File: src/verilog/pin_remap_pkg.sv
// Constants and types shared by the pin remapping block.
// Assumes a 16-bit register port with word addresses.
package pin_remap_pkg;

   localparam int DATA_W  = 16;
   localparam int ADDR_W  = 5;
   localparam int N_IMAP  = 9;
   localparam int N_OMAP  = 8;
   localparam int N_PIN   = 16;
   localparam int N_PIN_IN = 18;
   localparam int FLD_W   = 5;
   localparam int FLD_LO  = 0;
   localparam int FLD_HI  = 8;
   localparam int N_EV    = 2;

   ////////////////////////////////////////////////////////////////////////
   // Register word addresses
   localparam logic [ADDR_W-1:0] IMAP_BASE = 5'h00;
   localparam logic [ADDR_W-1:0] OMAP_BASE = 5'h09;
   localparam logic [ADDR_W-1:0] OCW_ADDR  = 5'h11;
   localparam logic [ADDR_W-1:0] RCW_ADDR  = 5'h12;
   localparam logic [ADDR_W-1:0] IRQ_STAT  = 5'h13;
   localparam logic [ADDR_W-1:0] IRQ_CLR   = 5'h14;
   localparam logic [ADDR_W-1:0] IRQ_EN    = 5'h15;

   ////////////////////////////////////////////////////////////////////////
   // Fields, keys and reset values
   localparam int LOCK_BIT = 6;
   localparam int FUSE_BIT = 5;
   localparam int CM_BIT   = 9;
   localparam int EV_BLOCK = 0;
   localparam int EV_MISM  = 1;
   localparam logic [7:0]  KEY1      = 8'h46;
   localparam logic [7:0]  KEY2      = 8'h57;
   localparam logic [15:0] MAP_MASK  = 16'h1F1F;
   localparam logic [15:0] IMAP_RST  = 16'h1F1F;
   localparam logic [15:0] OMAP_RST  = 16'h0000;

   ////////////////////////////////////////////////////////////////////////
   // Output select codes
   localparam logic [4:0] SEL_GPIO  = 5'h00;
   localparam logic [4:0] SEL_UTX   = 5'h03;
   localparam logic [4:0] SEL_URTS  = 5'h04;
   localparam logic [4:0] SEL_SDO   = 5'h07;
   localparam logic [4:0] SEL_SCK   = 5'h08;
   localparam logic [4:0] SEL_SS    = 5'h09;
   localparam logic [4:0] SEL_CMP1  = 5'h12;
   localparam logic [4:0] SEL_CMP2  = 5'h13;

   typedef enum logic [1:0] {KEY_IDLE, KEY_ONE, KEY_ARMED} key_e;

endpackage : pin_remap_pkg

File: src/verilog/peripheral_pin_remap_lock.sv
// Peripheral pin remapping with key-guarded map lock and shadow check.
// Assumes one 25 MHz clock, a plain register port and synchronous pins.
//
// How it works
// - Writes to map registers while locked are dropped, contents kept, and set the blocked-write event.
// - Lock bit 6 of control word blocks map writes when 1.
// - Lock changes only after writes 0x46 then 0x57 to control low byte.
// - Lock holds its value until another keyed write changes it.
// - Shadow copies watched constantly; any difference raises mismatch reset.
// - Session fuse set: lock cannot be cleared once set.
// - Fuse erased reads 1, so only one map session after reset.
// - Fuse programmed 0: lock can be cleared and set repeatedly.
// - Select code 00000 leaves pin on its port logic.
// - Codes 00011 and 00100 give UART transmit and ready-to-send.
// - Codes 00111, 01000, 01001 give SPI data, clock and select.
// - Codes 10010 and 10011 give compare outputs 1 and 2.
// - Mismatch reset sets flag bit 9 of reset cause word.
// - Input select value n takes peripheral input from pin n.
// - Seventeen map registers: nine input and eight output.
//
// Local design decisions: the register offsets and the address-and-strobe port.
`timescale 1ns/1ps
`default_nettype none
module peripheral_pin_remap_lock
   import pin_remap_pkg::*;
(
   input  wire logic                sys_clk,
   input  wire logic                rst_b,
   input  wire logic [ADDR_W-1:0]   addr,
   input  wire logic [DATA_W-1:0]   wdata,
   input  wire logic                wr,
   input  wire logic                rd,
   output logic      [DATA_W-1:0]   rdata,
   input  wire logic [7:0]          osc_config_word,
   input  wire logic                uart_tx_out,
   input  wire logic                uart_rts_out,
   input  wire logic                spi_data_out,
   input  wire logic                spi_clock_out,
   input  wire logic                spi_select_out,
   input  wire logic                compare_out_1,
   input  wire logic                compare_out_2,
   input  wire logic [N_PIN-1:0]    gpio_out,
   input  wire logic [N_PIN-1:0]    gpio_oe,
   input  wire logic [N_PIN-1:0]    rp_in,
   output logic      [N_PIN-1:0]    rp_out,
   output logic      [N_PIN-1:0]    rp_oe,
   output logic      [N_PIN_IN-1:0] periph_in,
   output logic                     pin_map_lock,
   output logic                     cfg_mismatch_rst,
   output logic                     irq
);

   typedef struct packed {
      logic [N_IMAP-1:0][15:0] imap;
      logic [N_IMAP-1:0][15:0] imap_sh;
      logic [N_OMAP-1:0][15:0] omap;
      logic [N_OMAP-1:0][15:0] omap_sh;
      logic                    lock;
      logic                    set_once;
      key_e                    key_st;
      logic                    cm_flag;
      logic [N_EV-1:0]         irq_st;
      logic [N_EV-1:0]         irq_en;
      logic [DATA_W-1:0]       rdata;
      logic [N_PIN-1:0]        rp_out;
      logic [N_PIN-1:0]        rp_oe;
      logic [N_PIN_IN-1:0]     periph_in;
      logic                    mm_rst;
      logic                    irq;
   } state_s;

   state_s q, d;

   logic              fuse;
   logic              mism;
   logic              is_imap;
   logic              is_omap;
   logic [3:0]        oidx;
   logic [N_PIN-1:0]  mux_out;
   logic [N_PIN-1:0]  mux_oe;
   logic [N_PIN_IN-1:0] mux_in;
   logic [6:0]        periph;

   ////////////////////////////////////////////////////////////////////////
   // Decode helpers
   assign fuse    = osc_config_word[FUSE_BIT];
   assign is_imap = (addr < OMAP_BASE);
   assign is_omap = (addr >= OMAP_BASE) && (addr < OCW_ADDR);
   assign oidx    = 4'(addr - OMAP_BASE);
   assign periph  = {compare_out_2, compare_out_1, spi_select_out,
                     spi_clock_out, spi_data_out, uart_rts_out, uart_tx_out};
   // The shadows only diverge on a cell upset, which logic cannot create
   assign mism    = (q.imap != q.imap_sh) || (q.omap != q.omap_sh);

   ////////////////////////////////////////////////////////////////////////
   // Pin selectors, two fields per map register
   genvar g;
   generate
      for (g = 0; g < N_PIN; g++) begin : g_out
         pin_out_select u_out (
            .sel      (q.omap[g/2][(g%2)*FLD_HI +: FLD_W]),
            .periph   (periph),
            .gpio_out (gpio_out[g]),
            .gpio_oe  (gpio_oe[g]),
            .pin_out  (mux_out[g]),
            .pin_oe   (mux_oe[g])
         );
      end
      for (g = 0; g < N_PIN_IN; g++) begin : g_in
         pin_in_select u_in (
            .sel   (q.imap[g/2][(g%2)*FLD_HI +: FLD_W]),
            .pins  (rp_in),
            .value (mux_in[g])
         );
      end
   endgenerate

   ////////////////////////////////////////////////////////////////////////
   // Next state
   always_comb begin
      logic [N_EV-1:0] ev;
      logic [N_EV-1:0] clr;
      logic            new_lock;
      ev       = '0;
      clr      = '0;
      new_lock = 1'b0;
      d        = q;
      d.rdata  = '0;
      d.mm_rst = 1'b0;

      if (wr) begin
         if (is_imap) begin
            if (!q.lock) begin
               d.imap[addr[3:0]]    = wdata & MAP_MASK;
               d.imap_sh[addr[3:0]] = wdata & MAP_MASK;
            end else begin
               ev[EV_BLOCK] = 1'b1;
            end
         end else if (is_omap) begin
            if (!q.lock) begin
               d.omap[oidx[2:0]]    = wdata & MAP_MASK;
               d.omap_sh[oidx[2:0]] = wdata & MAP_MASK;
            end else begin
               ev[EV_BLOCK] = 1'b1;
            end
         end else if (addr == OCW_ADDR) begin
            // Any control write that does not advance the key aborts it
            d.key_st = KEY_IDLE;
            case (q.key_st)
               KEY_IDLE: begin
                  if (wdata[7:0] == KEY1) begin
                     d.key_st = KEY_ONE;
                  end
               end
               KEY_ONE: begin
                  if (wdata[7:0] == KEY2) begin
                     d.key_st = KEY_ARMED;
                  end
               end
               KEY_ARMED: begin
                  new_lock = wdata[LOCK_BIT];
                  if (!(fuse && q.set_once && !new_lock)) begin
                     d.lock = new_lock;
                  end
                  if (new_lock) begin
                     d.set_once = 1'b1;
                  end
               end
               default: d.key_st = KEY_IDLE;
            endcase
         end else if (addr == RCW_ADDR) begin
            d.cm_flag = wdata[CM_BIT];
         end else if (addr == IRQ_CLR) begin
            clr = wdata[N_EV-1:0];
         end else if (addr == IRQ_EN) begin
            d.irq_en = wdata[N_EV-1:0];
         end
      end

      // Mismatch reloads the map as a reset would; the flag set wins
      if (mism) begin
         d.mm_rst       = 1'b1;
         d.cm_flag      = 1'b1;
         ev[EV_MISM]    = 1'b1;
         d.imap         = {N_IMAP{IMAP_RST}};
         d.imap_sh      = {N_IMAP{IMAP_RST}};
         d.omap         = {N_OMAP{OMAP_RST}};
         d.omap_sh      = {N_OMAP{OMAP_RST}};
      end

      if (rd) begin
         if (is_imap) begin
            d.rdata = q.imap[addr[3:0]];
         end else if (is_omap) begin
            d.rdata = q.omap[oidx[2:0]];
         end else if (addr == OCW_ADDR) begin
            d.rdata[LOCK_BIT] = q.lock;
         end else if (addr == RCW_ADDR) begin
            d.rdata[CM_BIT] = q.cm_flag;
         end else if (addr == IRQ_STAT) begin
            d.rdata[N_EV-1:0] = q.irq_st;
         end else if (addr == IRQ_EN) begin
            d.rdata[N_EV-1:0] = q.irq_en;
         end
      end

      d.irq_st    = (q.irq_st & ~clr) | ev;
      d.irq       = |(d.irq_st & d.irq_en);
      d.rp_out    = mux_out;
      d.rp_oe     = mux_oe;
      d.periph_in = mux_in;
   end

   ////////////////////////////////////////////////////////////////////////
   // State register
   always_ff @(posedge sys_clk or negedge rst_b) begin
      if (!rst_b) begin
         q           <= '0;
         q.imap      <= {N_IMAP{IMAP_RST}};
         q.imap_sh   <= {N_IMAP{IMAP_RST}};
         q.omap      <= {N_OMAP{OMAP_RST}};
         q.omap_sh   <= {N_OMAP{OMAP_RST}};
         q.key_st    <= KEY_IDLE;
      end else begin
         q <= d;
      end
   end

   assign rdata            = q.rdata;
   assign rp_out           = q.rp_out;
   assign rp_oe            = q.rp_oe;
   assign periph_in        = q.periph_in;
   assign pin_map_lock     = q.lock;
   assign cfg_mismatch_rst = q.mm_rst;
   assign irq              = q.irq;
endmodule : peripheral_pin_remap_lock
`default_nettype wire

File: src/verilog/pin_out_select.sv
// Output selector for one remappable pin.
// Assumes peripheral outputs are synchronous to the system clock.
`timescale 1ns/1ps
`default_nettype none
module pin_out_select
   import pin_remap_pkg::*;
(
   input  wire logic [FLD_W-1:0] sel,
   input  wire logic [6:0]       periph,
   input  wire logic             gpio_out,
   input  wire logic             gpio_oe,
   output logic                  pin_out,
   output logic                  pin_oe
);
   // Unlisted codes fall back to the port logic, never to a floating pin
   always_comb begin
      pin_oe  = 1'b1;
      pin_out = 1'b0;
      case (sel)
         SEL_UTX:  pin_out = periph[0];
         SEL_URTS: pin_out = periph[1];
         SEL_SDO:  pin_out = periph[2];
         SEL_SCK:  pin_out = periph[3];
         SEL_SS:   pin_out = periph[4];
         SEL_CMP1: pin_out = periph[5];
         SEL_CMP2: pin_out = periph[6];
         default: begin
            pin_out = gpio_out;
            pin_oe  = gpio_oe;
         end
      endcase
   end
endmodule : pin_out_select
`default_nettype wire

File: src/verilog/pin_in_select.sv
// Input selector for one peripheral input.
// Assumes pin inputs are synchronous to the system clock.
`timescale 1ns/1ps
`default_nettype none
module pin_in_select
   import pin_remap_pkg::*;
(
   input  wire logic [FLD_W-1:0] sel,
   input  wire logic [N_PIN-1:0] pins,
   output logic                  value
);
   // Codes above the last pin tie the input low
   always_comb begin
      value = 1'b0;
      if (sel < FLD_W'(N_PIN)) begin
         value = pins[sel[3:0]];
      end
   end
endmodule : pin_in_select
`default_nettype wire

File: config.mk
export PLATFORM = sky130hd
export DESIGN_NAME = peripheral_pin_remap_lock
export DESIGN_NICKNAME = d
export VERILOG_FILES = /design/src/verilog/pin_remap_pkg.sv /design/src/verilog/peripheral_pin_remap_lock.sv /design/src/verilog/pin_out_select.sv /design/src/verilog/pin_in_select.sv
export SDC_FILE = /design/constraint.sdc
export NUM_CORES = 1
export LEC_CHECK = 0
export ABC_AREA = 1
export BUFFER_PORTS_ARGS = -buffer_cell sky130_fd_sc_hd__buf_2
export CAP_MARGIN = 5
export CELL_PAD_IN_SITES_DETAIL_PLACEMENT = 0
export CELL_PAD_IN_SITES_GLOBAL_PLACEMENT = 1
export CORE_MARGIN = 10
export CORE_UTILIZATION = 44
export CTS_CLUSTER_SIZE = 16
export DETAILED_ROUTE_END_ITERATION = 12
export PLACE_DENSITY = 0.82
export SYNTH_ARGS = -nofsm -noshare
export SYNTH_HDL_FRONTEND = slang
export SYNTH_SLANG_ARGS = --single-unit
File: constraint.sdc
create_clock -name sys_clk -period 1.9 [get_ports sys_clk]
set_clock_uncertainty 0.1 [all_clocks]
set_input_delay 0.19 -clock sys_clk [delete_from_list [all_inputs] [get_ports sys_clk]]
set_output_delay 0.19 -clock sys_clk [all_outputs]
set_load 0.05 [all_outputs]
==> results.json, run 1 <==
{
  "maxSlewViolCount": 0,
  "yosysTopAreaCellShare": 0.2349,
  "synth_top_area_cell": "dfrtp_1",
  "worstSetupPathType": "reg -> reg",
  "setup_viol": 0,
  "synth-main-ff-cell": "dfrtp_1",
  "async_reset_ff_frac": 1.000,
  "status": "finished clean",
  "dieArea_um2": 44870,
  "final_cell_mix": "nand2_1 (549), nand3_1 (205), nor2_1 (179)",
  "via_per_inst": 5.656,
  "hold_violations": 0,
  "fillerInstances": 3503,
  "gr-max-usage-layer": "met1",
  "slew-limit-headroom": 0.6006,
  "layout_commonest_cell": "nand2_1",
  "routedWlPerCell_um": 20.18,
  "port-buffer-count": 145,
  "syn_area_per_cell_um2": 6.976,
  "cts_setup_buffers": 0,
  "min_path_type": "in -> async",
  "drt_wl_total_um": 59760,
  "grt_max_degree": 57,
  "postLayoutCellArea_um2": 19350,
  "power.leakage_uw": 0.008254,
  "rr_worst_depth": 8,
  "gp_congestion": 0.9584,
  "crit_family": "flip-flops",
  "end_kind": "flip-flop",
  "antenna_found_initial": 1,
  "setup_ws_ns": 0.1164,
  "period_needed_ns": 1.784,
  "cts_num_sinks": 242,
  "grt_overflow_total": 0,
  "crit_cells": 8,
  "use_met3": 0.05043,
  "synthCells": 2321,
  "seqCellArea_um2": 6168,
  "hpwl_um": 42230,
  "use_met2": 0.3827,
  "multi_input_area_um2": 8114,
  "synth_enable_flop_cells": 0,
  "ctsLongestPathBuffers": 3,
  "dp_cells": 2854,
  "drv_cap": 0,
  "fin_util": 0.5312,
  "rows": 70,
  "area_growth_pct": 19.54,
  "ys_seq_elements": 242,
  "synth.distinct_cells": 44,
  "cts_tree": "done",
  "drt_iter0_drc": 1803,
  "cp.arrival_ns": 2.15,
  "critPathSlowestCell": "dfstp_2",
  "cts_buffers": 30,
  "synth-seq-area-share": 0.3810,
  "dieHeight_um": 211.8,
  "power_density_nw_per_um2": 739.1,
  "grt_pass1_wl_um": 91830,
  "initial_core_util": 0.4444,
  "ant_nets": 0,
  "clk_latency_ns": 0.58,
  "placed_area_um2": 17800,
  "netlist_area_um2": 16190,
  "pin_count": 157,
  "fin_cells": 2962,
  "cts_max_level": 1,
  "final_nets": 2563,
  "vias": 16753,
  "peakVddDrop_v": 0.0006702,
  "dp_slack_ns": -0.02803,
  "clk_pin_slew_ns": 0.06,
  "setup_tns_ns": 0,
  "critPathRequiredTime_ns": 2.27,
  "cp-start-kind": "flip-flop",
  "critical_path.max_fanout": 9,
  "ys_top_cells_by_area": "dfrtp_1 (23%), dfstp_2 (15%), nand2_1 (13%), nand3_1 (6.5%), o21ai_0 (5.4%)",
  "worstMarginPinSlew_ns": 0.5954,
  "drc": 0,
  "ctsHoldBuffers": 52,
  "path_common_cell": "nand2_1",
  "post-route-period-util": 0.9388,
  "drtPass1Iterations": 6,
  "cts_resized": 0,
  "fp.dieW_um": 211.8,
  "crit_path_max_incr_delay_ns": 0.62,
  "reg2reg_slack_ns": 0.12,
  "grt_usage": 0.2617,
  "rsz0062_at_grt": "no",
  "cts_root_buffer": "clkbuf_16",
  "final_layout_size_suffix_gt1_frac": 0.1961,
  "cp_num_buf_inv": 1,
  "grt_pass1_vias": 15705,
  "fmax_ghz": 0.5607,
  "cp_cell_sequence": "inv_1 > o21ai_0 > nand2_1 > nand2_1 > nand3_1 > nand2_1 > nand2_1 > nor2_1",
  "coreArea_um2": 36430,
  "grtUsageMet1": 0.3833,
  "yosysWarnings": 0
}
-- layer usage --
metal / share of wire / wire length [um] / vias up
met1: 0.46 / 27320 / 7819
met3: 0.10 / 6053 / 120
met4: 0.024 / 1425 / 0
met2: 0.42 / 24960 / 786
met5: 0 / 0 / -
li1: - / - / 8028
-- flip-flops by register name (all words and copies together) (netlist names) --
| name | cells |
|---|---|
| rdata | 12 |
| rp_out | 16 |
| rp_oe | 16 |
| pin_map_lock | 1 |
| irq | 1 |
| periph_in | 18 |
| q | 178 |
-- through the flow --
stage / hold slack [ns] / total power, uW
finish: 0.007811 / 14300
global route: 0.02385 / 14850
CTS: 0.0009934 / 14330
detailed placement: 0.01130 / 8262
global placement: 0.006438 / 8231
floorplan: -0.2056 / 7288
-- logic make-up (layout without fill, tap and decap cells) --
family / after synthesis / in the layout / share of synthesized area
other: 1 / 3 / 0.0002316
AO/OA/AOI/OAI: 572 / 572 / 0.1953
AND/OR/NAND/NOR: 1097 / 1097 / 0.2985
buffers and inverters: 404 / 575 / 0.1212
adder cells (fa/ha/maj): 5 / 5 / 0.003864
flip-flops: 242 / 242 / 0.3810
-- cell type report --
cell class,instances,area share
Sequential cell,242,0.3187
Inverter,191,0.03898
Tap cell,468,0.03026
Clock buffer,45,0.04797
Clock inverter,10,0.005172
Antenna cell,1,0.0001293
Multi-Input combinational cell,1676,0.4193
Timing Repair Buffer,329,0.1395
-- final timing paths --
check                                   start                   to
hold / removal                          rst_b      q[69]$_DFF_PN0_
setup / recovery           q[582]$_DFFE_PN1P_   rdata[9]$_DFF_PN0_
max in group asynchronous               rst_b   q[477]$_DFFE_PN1P_
setup reg to reg           q[582]$_DFFE_PN1P_   rdata[9]$_DFF_PN0_
min in group sys_clk              uart_tx_out  rp_out[8]$_DFF_PN0_
hold reg to reg             q[75]$_DFFE_PN0P_    q[75]$_DFFE_PN0P_
-- synth_stat cells, drive strengths merged, types with 15 or more instances --
cell type / count
nor2: 184
a21oi: 156
o21ai: 324
nand3b: 17
nor3: 37
buf: 122
nand4: 51
o211ai: 66
dfrtp: 152
clkinv: 15
clkbuf: 91
inv: 176
nand3: 216
dfstp: 90
nand2: 569
-- power by group --
part | switching [uW] | leakage (uW) | total (uW) | internal, uW
logic | 1860 | 0.00489 | 2680 | 826
registers | 217 | 0.00285 | 5630 | 5410
clock network | 2380 | 0.000518 | 5990 | 3610
total | 4460 | 0.00825 | 14300 | 9850
(Power assumes the default switching activity.)
==> run 2, diff against run 1 <==
--- a/config.mk
+++ b/config.mk
@@ -15,6 +15,7 @@
 export CTS_CLUSTER_SIZE = 16
 export DETAILED_ROUTE_END_ITERATION = 12
 export PLACE_DENSITY = 0.82
+export SETUP_SLACK_MARGIN = 0.3
 export SYNTH_ARGS = -nofsm -noshare
 export SYNTH_HDL_FRONTEND = slang
 export SYNTH_SLANG_ARGS = --single-unit
==> run 2 against run 1 <==
Effect of this change: cell count up 0.54%; global-route usage fell by 0.62 points; non-clock buffer count increased by 14; clock-buffer cell count decreased by 1; worst setup slack gained 0.14 ns; flip-flop and latch count stayed put; sequential power barely moved; utilization grew 0.46 points; maximum frequency is 8.8% higher; first-iteration DRC count increased by 1.3%.
==> results.json, run 2 (synthesized netlist as in run 1, its figures left out) <==
{
  "status": "finished clean",
  "rows": 70,
  "rsz0062_at_grt": "yes",
  "crit_path_start": "q[582]$_DFFE_PN1P_",
  "use_met2": 0.3696,
  "worstSetupPathType": "reg -> reg",
  "fin_util": 0.5357,
  "worstMarginPinSlew_ns": 0.5325,
  "layout_commonest_cell": "nand2_1",
  "cts_max_level": 1,
  "fillerInstances": 3506,
  "gr-max-usage-layer": "met1",
  "final_cell_mix": "nand2_1 (548), nand3_1 (205), nor2_1 (177)",
  "power_density_nw_per_um2": 715.6,
  "peakVddDrop_v": 0.0007005,
  "cts_num_sinks": 242,
  "largest_reg_flops": 178,
  "grt_overflow_total": 0,
  "drt_wl_total_um": 58720,
  "drt_iter0_drc": 1826,
  "ctsLongestPathBuffers": 3,
  "via_per_inst": 5.667,
  "setup_viol": 0,
  "reg2reg_to": "rdata[9]$_DFF_PN0_",
  "grt_max_degree": 67,
  "ant_nets": 0,
  "critical_path.max_fanout": 9,
  "slew-limit-headroom": 0.6450,
  "final_layout_size_suffix_gt1_frac": 0.2049,
  "min_path_type": "in -> reg",
  "use_met3": 0.04880,
  "end_kind": "flip-flop",
  "grt_usage": 0.2555,
  "rr_startpoint": "q[582]$_DFFE_PN1P_",
  "regMostFlops": "q",
  "routedWlPerCell_um": 19.72,
  "drv_cap": 0,
  "cp-start-kind": "flip-flop",
  "rr_worst_depth": 8,
  "setup_tns_ns": 0,
  "clk_pin_slew_ns": 0.06,
  "maxSlewViolCount": 0,
  "fp.dieW_um": 211.8,
  "dieArea_um2": 44870,
  "gp_congestion": 0.9326,
  "coreArea_um2": 36430,
  "antenna_found_initial": 1,
  "power.leakage_uw": 0.008288,
  "dieHeight_um": 211.8,
  "post-route-period-util": 0.8629,
  "cts_root_buffer": "clkbuf_16",
  "cts_buffers": 30,
  "initial_core_util": 0.4444,
  "reg2reg_slack_ns": 0.26,
  "cts_tree": "done",
  "crit_path_max_incr_delay_ns": 0.62,
  "grt_pass1_wl_um": 90320,
  "hpwl_um": 41610,
  "drc": 0,
  "path_common_cell": "nand2_1",
  "critPathRequiredTime_ns": 2.32,
  "endpoint": "rdata[9]$_DFF_PN0_",
  "period_needed_ns": 1.640,
  "cp.arrival_ns": 2.06,
  "critPathSlowestCell": "dfstp_2",
  "fmax_ghz": 0.6099,
  "pin_count": 157,
  "grtUsageMet1": 0.3770,
  "area_growth_pct": 20.56,
  "grt_pass1_vias": 15335,
  "port-buffer-count": 145,
  "final_nets": 2578,
  "clk_latency_ns": 0.59,
  "cp_cell_sequence": "inv_1 > o21ai_0 > nand2_1 > nand2_1 > nand3_1 > nand2_1 > nand2_1 > nor2_1",
  "vias": 16875,
  "drtPass1Iterations": 6,
  "hold_violations": 0
}
run 2: cell types whose count changed in the layout (fill, tap and decap cells not counted), moves of 4 or more:
cell and change:
dfstp_4 +5, nor3_1 -4, o21ai_0 -6, clkbuf_4 +4
dfstp_2 -5, clkbuf_1 +7, clkbuf_8 -7, buf_2 -7
nor3_2 +4, o21ai_1 +4, buf_4 +14
run 2: area by class of cell:
cell class / count / area (um^2) / area share
multi-input combinational: 1677 / 8195 / 0.4198
sequential: 242 / 6191 / 0.3172
timing repair buffer: 343 / 2823 / 0.1446
clock buffer: 44 / 833.3 / 0.04269
inverter: 191 / 762.0 / 0.03904
tap: 468 / 585.6 / 0.03000
clock inverter: 12 / 127.6 / 0.006538
antenna: 1 / 2.502 / 0.0001282
run 2: routing by layer:
| layer | vias to the layer above | part of all wire |
|---|---|---|
| met5 | - | 0 |
| met4 | 0 | 0.026 |
| met3 | 118 | 0.11 |
| met2 | 764 | 0.42 |
| met1 | 7933 | 0.45 |
| li1 | 8060 | - |
run 2: worst min-delay path by stage:
stage	from	endpoint	slack [ns]	depth (start not counted)
finish	compare_out_1	rp_out[14]$_DFF_PN0_	0.04	6
detailed placement	rst_b	periph_in[11]$_DFF_PN0_	-0.04	1
global route	spi_clock_out	rp_out[10]$_DFF_PN0_	0.05	6
CTS	compare_out_1	rp_out[14]$_DFF_PN0_	0.01	6
global placement	rst_b	periph_in[11]$_DFF_PN0_	-0.04	1
floorplan	rst_b	irq$_DFF_PN0_	-0.21	0
run 2: what timing repair did:
action	in CTS	in global routing
gates cloned	0	1
setup endpoints to repair	3	173
setup buffers	3	19
hold endpoints to repair	295	1
resized for setup	2	37
pin swaps	0	6
hold buffers	54	1
run 2: through the flow:
step | power [uW] | hold slack [ns] | std cells | worst slack [ns] | area [um^2]
after floorplan | 7298 | -0.2056 | 2322 | -0.02005 | 16380
after global placement | 8180 | -0.04054 | 2844 | 0.04242 | 17690
after detailed placement | 8213 | -0.04274 | 2844 | 0.04414 | 17690
after CTS | 14000 | 0.01450 | 2957 | 0.2838 | 19220
after global routing | 14500 | 0.05335 | 2977 | 0.1797 | 19520
final | 13970 | 0.03750 | 2978 | 0.2605 | 19520
run 2: report_power, final:
part	total, uW	internal [uW]	switching, uW
Combinational	2670	825	1840
Clock	5670	3300	2370
Sequential	5630	5410	217
run 2: worst max-delay path: cells and delay by family, from the launching register on:
| family | cells | cell delay [ns] |
|---|---|---|
| buffers and inverters | 1 | 0.07 |
| flip-flops | 1 | 0.62 |
| AND/OR/NAND/NOR | 6 | 0.58 |
| AO/OA/AOI/OAI | 1 | 0.21 |
==> run 3, diff against run 2 <==
--- a/config.mk
+++ b/config.mk
@@ -8,10 +8,8 @@
 export ABC_AREA = 1
 export BUFFER_PORTS_ARGS = -buffer_cell sky130_fd_sc_hd__buf_2
 export CAP_MARGIN = 5
-export CELL_PAD_IN_SITES_DETAIL_PLACEMENT = 0
-export CELL_PAD_IN_SITES_GLOBAL_PLACEMENT = 1
 export CORE_MARGIN = 10
-export CORE_UTILIZATION = 44
+export CORE_UTILIZATION = 61
 export CTS_CLUSTER_SIZE = 16
 export DETAILED_ROUTE_END_ITERATION = 12
 export PLACE_DENSITY = 0.82
==> run 3 against run 2 <==
Effect of this change: largest cell class unchanged; sequential power is essentially flat; the flow now finishes with violations (hold timing); hold slack lost 0.074 ns; register-to-register slack gained 0.04 ns; largest power group unchanged; critical path type unchanged.
==> results.json, run 3 (synthesized netlist as in run 1, its figures left out) <==
{
  "gp_congestion": 0.9746,
  "via_per_inst": 6.179,
  "n_antenna_cell": 0,
  "placed_area_um2": 17310,
  "power_switching_uw": 4291,
  "routedWlPerCell_um": 20.02,
  "fin_util": 0.7409,
  "slew-limit-headroom": 0.5807,
  "rr_worst_depth": 8,
  "multi_input_area_um2": 8213,
  "p_sw_frac": 0.3049,
  "grt_max_degree": 89,
  "drtPass1Iterations": 7,
  "critPathRequiredTime_ns": 2.27,
  "cellInternalPower_uw": 9785,
  "power_uw": 14080,
  "ctsLongestPathBuffers": 3,
  "fmax_ghz": 0.6251,
  "power.leakage_uw": 0.008310,
  "drt_wl_total_um": 56890,
  "end_kind": "flip-flop",
  "status": "finished with violations",
  "whs_path_depth": 4,
  "grt_pass1_vias": 16194,
  "seqCellArea_um2": 6182,
  "clockPowerShare": 0.413,
  "cp.arrival_ns": 1.97,
  "dieHeight_um": 182.9,
  "violations": "hold timing",
  "final_layout_size_suffix_gt1_frac": 0.2110,
  "cts_max_level": 1,
  "regMostFlops": "q",
  "ant_nets": 0,
  "power_density_nw_per_um2": 729.0,
  "hold_violations": 1,
  "grt_overflow_total": 0,
  "clk_pin_slew_ns": 0.06,
  "period_needed_ns": 1.600,
  "antenna_found_initial": 0,
  "final_cell_mix": "nand2_1 (546), nand3_1 (201), nor2_1 (174)",
  "min_path_type": "in -> reg",
  "peakVddDrop_v": 0.0007368,
  "worstMarginPinSlew_ns": 0.6290,
  "initial_core_util": 0.6213,
  "worstSetupPathType": "reg -> reg",
  "vias": 17561,
  "drv_cap": 0,
  "whs_ns": -0.03692,
  "p_seq_frac": 0.399,
  "rsz0062_at_grt": "yes",
  "critical_path.max_fanout": 2,
  "dieArea_um2": 33460,
  "hold_end": "q[74]$_DFFE_PN0P_",
  "clk_latency_ns": 0.55,
  "cts_tree": "done",
  "area_growth_pct": 19.25,
  "final_nets": 2578,
  "setup_viol": 0,
  "layout_commonest_cell": "nand2_1",
  "drt_iter0_drc": 2590,
  "cp-start-kind": "flip-flop",
  "fp.dieW_um": 182.9,
  "port-buffer-count": 145,
  "cts_num_sinks": 242,
  "largest_reg_flops": 178,
  "power_frac_comb": 0.188,
  "drc": 0,
  "hp-start": "wdata[5]",
  "reg2reg_to": "rdata[9]$_DFF_PN0_",
  "grt_usage": 0.3221,
  "maxSlewViolCount": 0,
  "cts_buffers": 28,
  "coreArea_um2": 26060,
  "hpwl_um": 37880,
  "setup_tns_ns": 0,
  "pin_count": 157,
  "cts_root_buffer": "clkbuf_16",
  "fillerInstances": 1970,
  "rows": 59,
  "postLayoutCellArea_um2": 19310,
  "rr_startpoint": "q[486]$_DFFE_PN1P_",
  "reg2reg_slack_ns": 0.30,
  "grt_pass1_wl_um": 87240,
  "post-route-period-util": 0.8419
}
[run 3: cell count changes in the layout (fill, tap and decap cells not counted), sizes merged]
cell,change
dlygate4sd3,-3
clkinv,-5
diode,-1
buf,+8
bufinv,+1
a21oi,-1
clkbuf,-2
[run 3: routing by layer]
layer / up-vias / global-route usage / share of wire
met4: 0 / 0.1194 / 0.044
met1: 7975 / 0.4486 / 0.40
li1: 8061 / - / -
met2: 1275 / 0.4717 / 0.41
met3: 250 / 0.08622 / 0.14
met5: - / 0 / 0
[run 3: worst max-delay path, stage by stage, from the launching register on]
cell	delay, ns
dfstp_2	0.55
inv_1	0.06
o21ai_1	0.13
nand2_1	0.16
nand2_1	0.11
nand3_1	0.13
nand2_1	0.10
nand2_1	0.07
nor2_2	0.12
[run 3: layout make-up]
cell class / instances / share of cell area
flip-flops and latches: 242 / 0.3202
clock inverters: 8 / 0.006286
repair buffers: 346 / 0.1411
clock buffers: 44 / 0.04582
well taps: 335 / 0.02171
multi-input cells: 1676 / 0.4254
inverters: 191 / 0.03947
[run 3: metrics by stage]
stage               instances  setup WS, ns
floorplan                2322      -0.02005
global placement         2693       0.01273
detailed placement       2693      -0.04764
CTS                      2808        0.3022
global route             2842        0.2502
finish                   2842        0.3003
[run 3: power by group through the flow]
stage	Clock (uW)	Sequential [uW]	Combinational, uW
3_3_place_gp	0	5680	2390
4_1_cts	5850	5610	2530
2_1_floorplan	0	5630	1670
3_5_place_dp	0	5690	2430
6_report	5810	5620	2650
5_1_grt	6060	5640	2820
[run 3: worst max path at each step]
stage | slack (ns) | cells past startpoint | start | to
after detailed placement | -0.05 | 13 | addr[1] | q[488]$_DFFE_PN1P_
after floorplan | -0.02 | 14 | addr[0] | q[263]$_DFFE_PN0P_
after global placement | 0.01 | 14 | addr[1] | q[550]$_DFFE_PN1P_
after CTS | 0.30 | 8 | q[557]$_DFFE_PN1P_ | rdata[0]$_DFF_PN0_
final | 0.30 | 8 | q[486]$_DFFE_PN1P_ | rdata[9]$_DFF_PN0_
after global routing | 0.25 | 6 | q[510]$_DFFE_PN1P_ | periph_in[4]$_DFF_PN0_
[run 3: timing repair]
item                                    CTS  global route
setup buffers                            11            35
resized for setup                         2            39
endpoints found under the hold margin   249             0
endpoints found under the setup margin    2            38
hold buffers                             52             0
cloned                                    0             0
pin swaps                                 1            10
